**config.mk**
```make
export PLATFORM = sky130hd
export DESIGN_NAME = region_check
export DESIGN_NICKNAME = d
export VERILOG_FILES = /design/src/rtl/quirk_pkg.sv /design/src/rtl/region_check.sv
export SDC_FILE = /design/constraint.sdc
export NUM_CORES = 1
export LEC_CHECK = 0
export BUFFER_PORTS_ARGS = -buffer_cell sky130_fd_sc_hd__buf_2
export CAP_MARGIN = 20
export CELL_PAD_IN_SITES_DETAIL_PLACEMENT = 1
export CELL_PAD_IN_SITES_GLOBAL_PLACEMENT = 1
export CORE_AREA = 4 4 41 43
export DETAILED_ROUTE_END_ITERATION = 10
export DIE_AREA = 0 0 45 47
export PLACE_DENSITY_LB_ADDON = 0.1
export SYNTH_ARGS = -nofsm -noshare
export SYNTH_HDL_FRONTEND = slang
export SYNTH_SLANG_ARGS = --single-unit
```
**constraint.sdc**
```tcl
create_clock -name vclk -period 1.1
set_clock_uncertainty 0.2 [all_clocks]
set_input_delay 0.11 -clock vclk [all_inputs]
set_output_delay 0.11 -clock vclk [all_outputs]
set_load 0.005 [all_outputs]
```
**src/rtl/quirk_pkg.sv**
```systemverilog
// Notes on behaviour
// - Pop-multiple writing status into low power with interrupt pending hangs the CPU.
// - Indirect read through the program counter drops the following instruction.
// - Jump followed by word 0X40h or 0X50h adds an extra 2 to PC.
// - Pop-multiple issues one unintended read after its final stack-pointer increment.
// - That read on vacant memory sets the flag; enabled flag requests an interrupt.
// - The unintended read hits vacant memory only when pops reach stack top.
// - PC-modifying fetch from a region end without following region sets flag falsely.
// - False flag window is last 8 bytes under breakpoints, else last 4 bytes.
// - Non-PC-modifying instructions and data in those bytes never set the flag.
// - A no-operation word between jump and following word avoids the extra increment.
package quirk_pkg;

  typedef logic [15:0] word_type;

  // Word that follows a jump: upper nibble zero, second nibble ignored, low byte matched.
  localparam word_type JUMP_FOLLOW_MASK = 16'hF0FF;
  localparam word_type JUMP_FOLLOW_A = 16'h0040;
  localparam word_type JUMP_FOLLOW_B = 16'h0050;
  localparam word_type PC_EXTRA_STEP = 16'h0002;
  localparam word_type NOP_WORD = 16'h4303;
  localparam word_type ZERO_WORD = 16'h0000;
  localparam word_type BYTE_STEP = 16'h0001;

  // Span of the false-flag window at a region end, in bytes.
  localparam word_type TAIL_BYTES_DEBUG = 16'h0008;
  localparam word_type TAIL_BYTES_RUN = 16'h0004;

  // Implemented memory ranges, inclusive byte addresses.
  localparam int NUM_REGIONS = 3;
  localparam word_type REGION_BASE [NUM_REGIONS] = '{16'h1800, 16'h1C00, 16'h4400};
  localparam word_type REGION_LAST [NUM_REGIONS] = '{16'h19FF, 16'h23FF, 16'hFFFF};

  // Stack pointer value once every word of the stack area has been popped.
  localparam word_type STACK_TOP_ADDR = 16'h2400;

  typedef enum logic [2:0] {
    kind_other,
    kind_jump,
    kind_pop_multiple,
    kind_indirect_pc,
    kind_pc_modify
  } instr_kind_type;

endpackage

```
**src/rtl/region_check.sv**
```systemverilog
`timescale 1ns/10ps
`default_nettype none
module region_check
  import quirk_pkg::*;
(
  // Address under test.
  input wire logic [15:0] addr,
  input wire logic debug_break_mode,
  // Classification.
  output logic vacant,
  output logic tail_hit
);

  // True when another implemented region starts right after region i.
  function automatic logic region_followed(int i);
    logic hit;
    hit = 1'b0;
    for (int j = 0; j < NUM_REGIONS; j++) begin
      if (REGION_BASE[j] == REGION_LAST[i] + BYTE_STEP) begin
        hit = 1'b1;
      end
    end
    return hit;
  endfunction

  // True when the address lies in no implemented range.
  function automatic logic addr_vacant(word_type a);
    logic hit;
    hit = 1'b0;
    for (int i = 0; i < NUM_REGIONS; i++) begin
      if (a >= REGION_BASE[i] && a <= REGION_LAST[i]) begin
        hit = 1'b1;
      end
    end
    return ~hit;
  endfunction

  // True when the address lies in the last span bytes of a region with a gap above it.
  function automatic logic addr_tail(word_type a, word_type span);
    logic hit;
    hit = 1'b0;
    for (int i = 0; i < NUM_REGIONS; i++) begin
      if (!region_followed(i) && a >= REGION_BASE[i] && a <= REGION_LAST[i] &&
          a >= REGION_LAST[i] - (span - BYTE_STEP)) begin
        hit = 1'b1;
      end
    end
    return hit;
  endfunction

  // Window width depends on whether breakpoint debugging is active.
  wire word_type tail_span = debug_break_mode ? TAIL_BYTES_DEBUG : TAIL_BYTES_RUN;
  assign vacant = addr_vacant(addr);
  assign tail_hit = addr_tail(addr, tail_span);

endmodule
`default_nettype wire

```
==> impl_metrics.yaml <==
timing:
  relSlewSlack_pct: 82.38
  fin_crit_ns: 1.236
  whs_ns: 0.2732
  setup_ws_ns: -0.1358
  rsz0062_at_grt: "yes"
  fmax_mhz: 809.2
  hold_viol: 0
  drv_slew: 0
  worst_slew_pin_slew_ns: 0.2614
  setup_viol: 2
  finalCritPeriodShare_pct: 112.3
logic_synthesis:
  yosysUniqueCellTypes: 16
  yosysTopAreaCell: "o21bai_1"
  yosysWarnings: 0
  yosys-top-cells-area: "o21bai_1 12%, a211oi_2 9.6%, and4bb_2 9.6%"
  syn_nets: 36
  syn_inst: 18
  ys_seq_area_share_pct: 0
  synth_area_um2: 130.1
  synth_top_area_share_pct: 11.54
  synth.avg_cell_area_um2: 7.229
global_routing:
  grt_max_degree: 6
  antenna_found_initial: 0
  grt_pass1_vias: 258
  grt_usage_pct: 6.294
  grt_pass1_wl_mm: 1.035
  grt-ovfl-total: 0
placement:
  portBuffers: 17
  hpwl_um: 564.5
  place_area_um2: 271.5
  place.gp.congestion: 0.6889
worst_hold_path:
  hold_depth: 3
  whs_endpoint: "vacant"
  worstHoldStart: "addr[15]"
  hold_class: "in -> out"
floorplanning:
  rows: 13
  fp.dieW_um: 45
  dieArea_mm2: 0.002115
  dieHeight_um: 47
  start_util_pct: 10.00
  ios: 19
  core_mm2: 0.001301
final_layout:
  area_growth_pct: 203.8
  final_core_util_pct: 30.38
  nFillCells: 164
  seq_cells: 0
  multi_input_area_um2: 176.4
  clock_buffer_count: 0
  drive_above_1_share_pct: 80.95
  final_nets: 62
  diodes: 0
  regArea_um2: 0
  postLayoutCellArea_um2: 395.4
outcome:
  failed_checks: "negative setup slack"
  status: "complete, but fails checks"
drt:
  drc_errors: 0
  drt_wl_total_um: 648
  viasPerCell: 4.281
  wl_per_cell_um: 11.37
  dr_total_vias: 244
  drt_iter0_drc: 0
  firstDrtPassIters: 1
  ant_nets: 0
power_and_ir_drop:
  p_total_uw: 120.7
  power_density_mw_per_mm2: 305.2
  ir_worst_vdd_v: 0.00006354
  p_leak_nw: 0.1831
setup_path:
  start_kind: "primary input"
  required_ns: 0.79
  crit_fanout: 4
  arrival_ns: 0.93
  cp-end-kind: "output port"
  crit_type: "in -> out"
  cpPeakStageDelay_ns: 0.38
  path_cells: "buf_8 -> nand2_4 -> or3_4 -> a211oi_2 -> buf_2"
  cpMaxStageDelayCell: "or3_4"
run:
  cap_violations: 0
[Yosys cell counts, drive strengths merged]
master	n
a211oi	2
nand2	2
o21ai	2
o21bai	2
and4bb	1
ha	1
inv	1
nand3	1
nand4	1
nor3	1
nor4bb	1
o211ai	1
o41ai	1
or3	1
[timing repair]
item,4_1_cts,5_1_grt
pin swaps,3,7
resized for setup,20,7
hold buffers,0,0
cloned,0,0
endpoints found under the setup margin,2,2
setup buffers,1,1
[cell type report]
class,count,share of cell area (%)
Inverter,1,0.9494
Multi-Input combinational cell,17,44.62
Tap cell,15,4.747
Timing Repair Buffer,24,49.68
[layer usage]
| layer | GRT usage, % | part of all wire [%] | vias up |
|---|---|---|---|
| li1 | - | - | 124 |
| met1 | 7.416 | 41 | 106 |
| met2 | 12.43 | 46 | 14 |
| met3 | 1.149 | 12 | 0 |
| met4 | 0 | 0 | 0 |
| met5 | 0 | 0 | - |
[worst max-delay path, delay by kind of cell]
kind / cells / cell delay [ns]
AND/OR/NAND/NOR: 2 / 0.42
buffers and inverters: 2 / 0.23
AO/OA/AOI/OAI: 1 / 0.17
[layout by cell type, fill, tap and decap left out]
cell type	n
o21ai_2	2
a211oi_1	1
nor4bb_4	1
and4bb_2	1
nand3_2	1
inv_1	1
buf_6	3
buf_2	10
or3_4	1
a211oi_2	1
ha_1	1
o41ai_2	1
o211ai_1	1
nand4_1	1
buf_8	4
nand2_2	1
o21bai_1	2
nand2_4	1
nor3_1	1
buf_4	7
[power by group]
part           internal, mW  switching [mW]  leakage, nW  total [mW]
Sequential                0               0            0           0
Combinational        0.0779          0.0428        0.183       0.121
Clock                     0               0            0           0
Total                0.0779          0.0428        0.183       0.121
[metrics by stage]
| step | TNS, ns | setup slack (ns) | std cells |
|---|---|---|---|
| 5_1_grt | -0.3219 | -0.1900 | 57 |
| 6_report | -0.2428 | -0.1358 | 57 |
| 3_5_place_dp | -0.4003 | -0.2117 | 55 |
| 4_1_cts | -0.2902 | -0.1655 | 56 |
| 3_3_place_gp | -0.3736 | -0.2166 | 55 |
| 2_1_floorplan | 0 | 0.06793 | 18 |
[cell families after synthesis]
family | count (synthesis) | synth area share [%]
simple gates | 8 | 40.38
compound gates | 8 | 47.11
fa+ha+maj | 1 | 9.614
buf+inv | 1 | 2.882
[worst max-delay path by stage]
| stage | start | endpoint | slack (ns) |
|---|---|---|---|
| after floorplan | addr[11] | tail_hit | 0.07 |
| after global placement | addr[11] | tail_hit | -0.22 |
| after detailed placement | addr[11] | tail_hit | -0.21 |
| after CTS | addr[9] | tail_hit | -0.17 |
| after global routing | addr[15] | tail_hit | -0.19 |
| final | addr[11] | tail_hit | -0.14 |
Power figures use the tool's default switching activity.
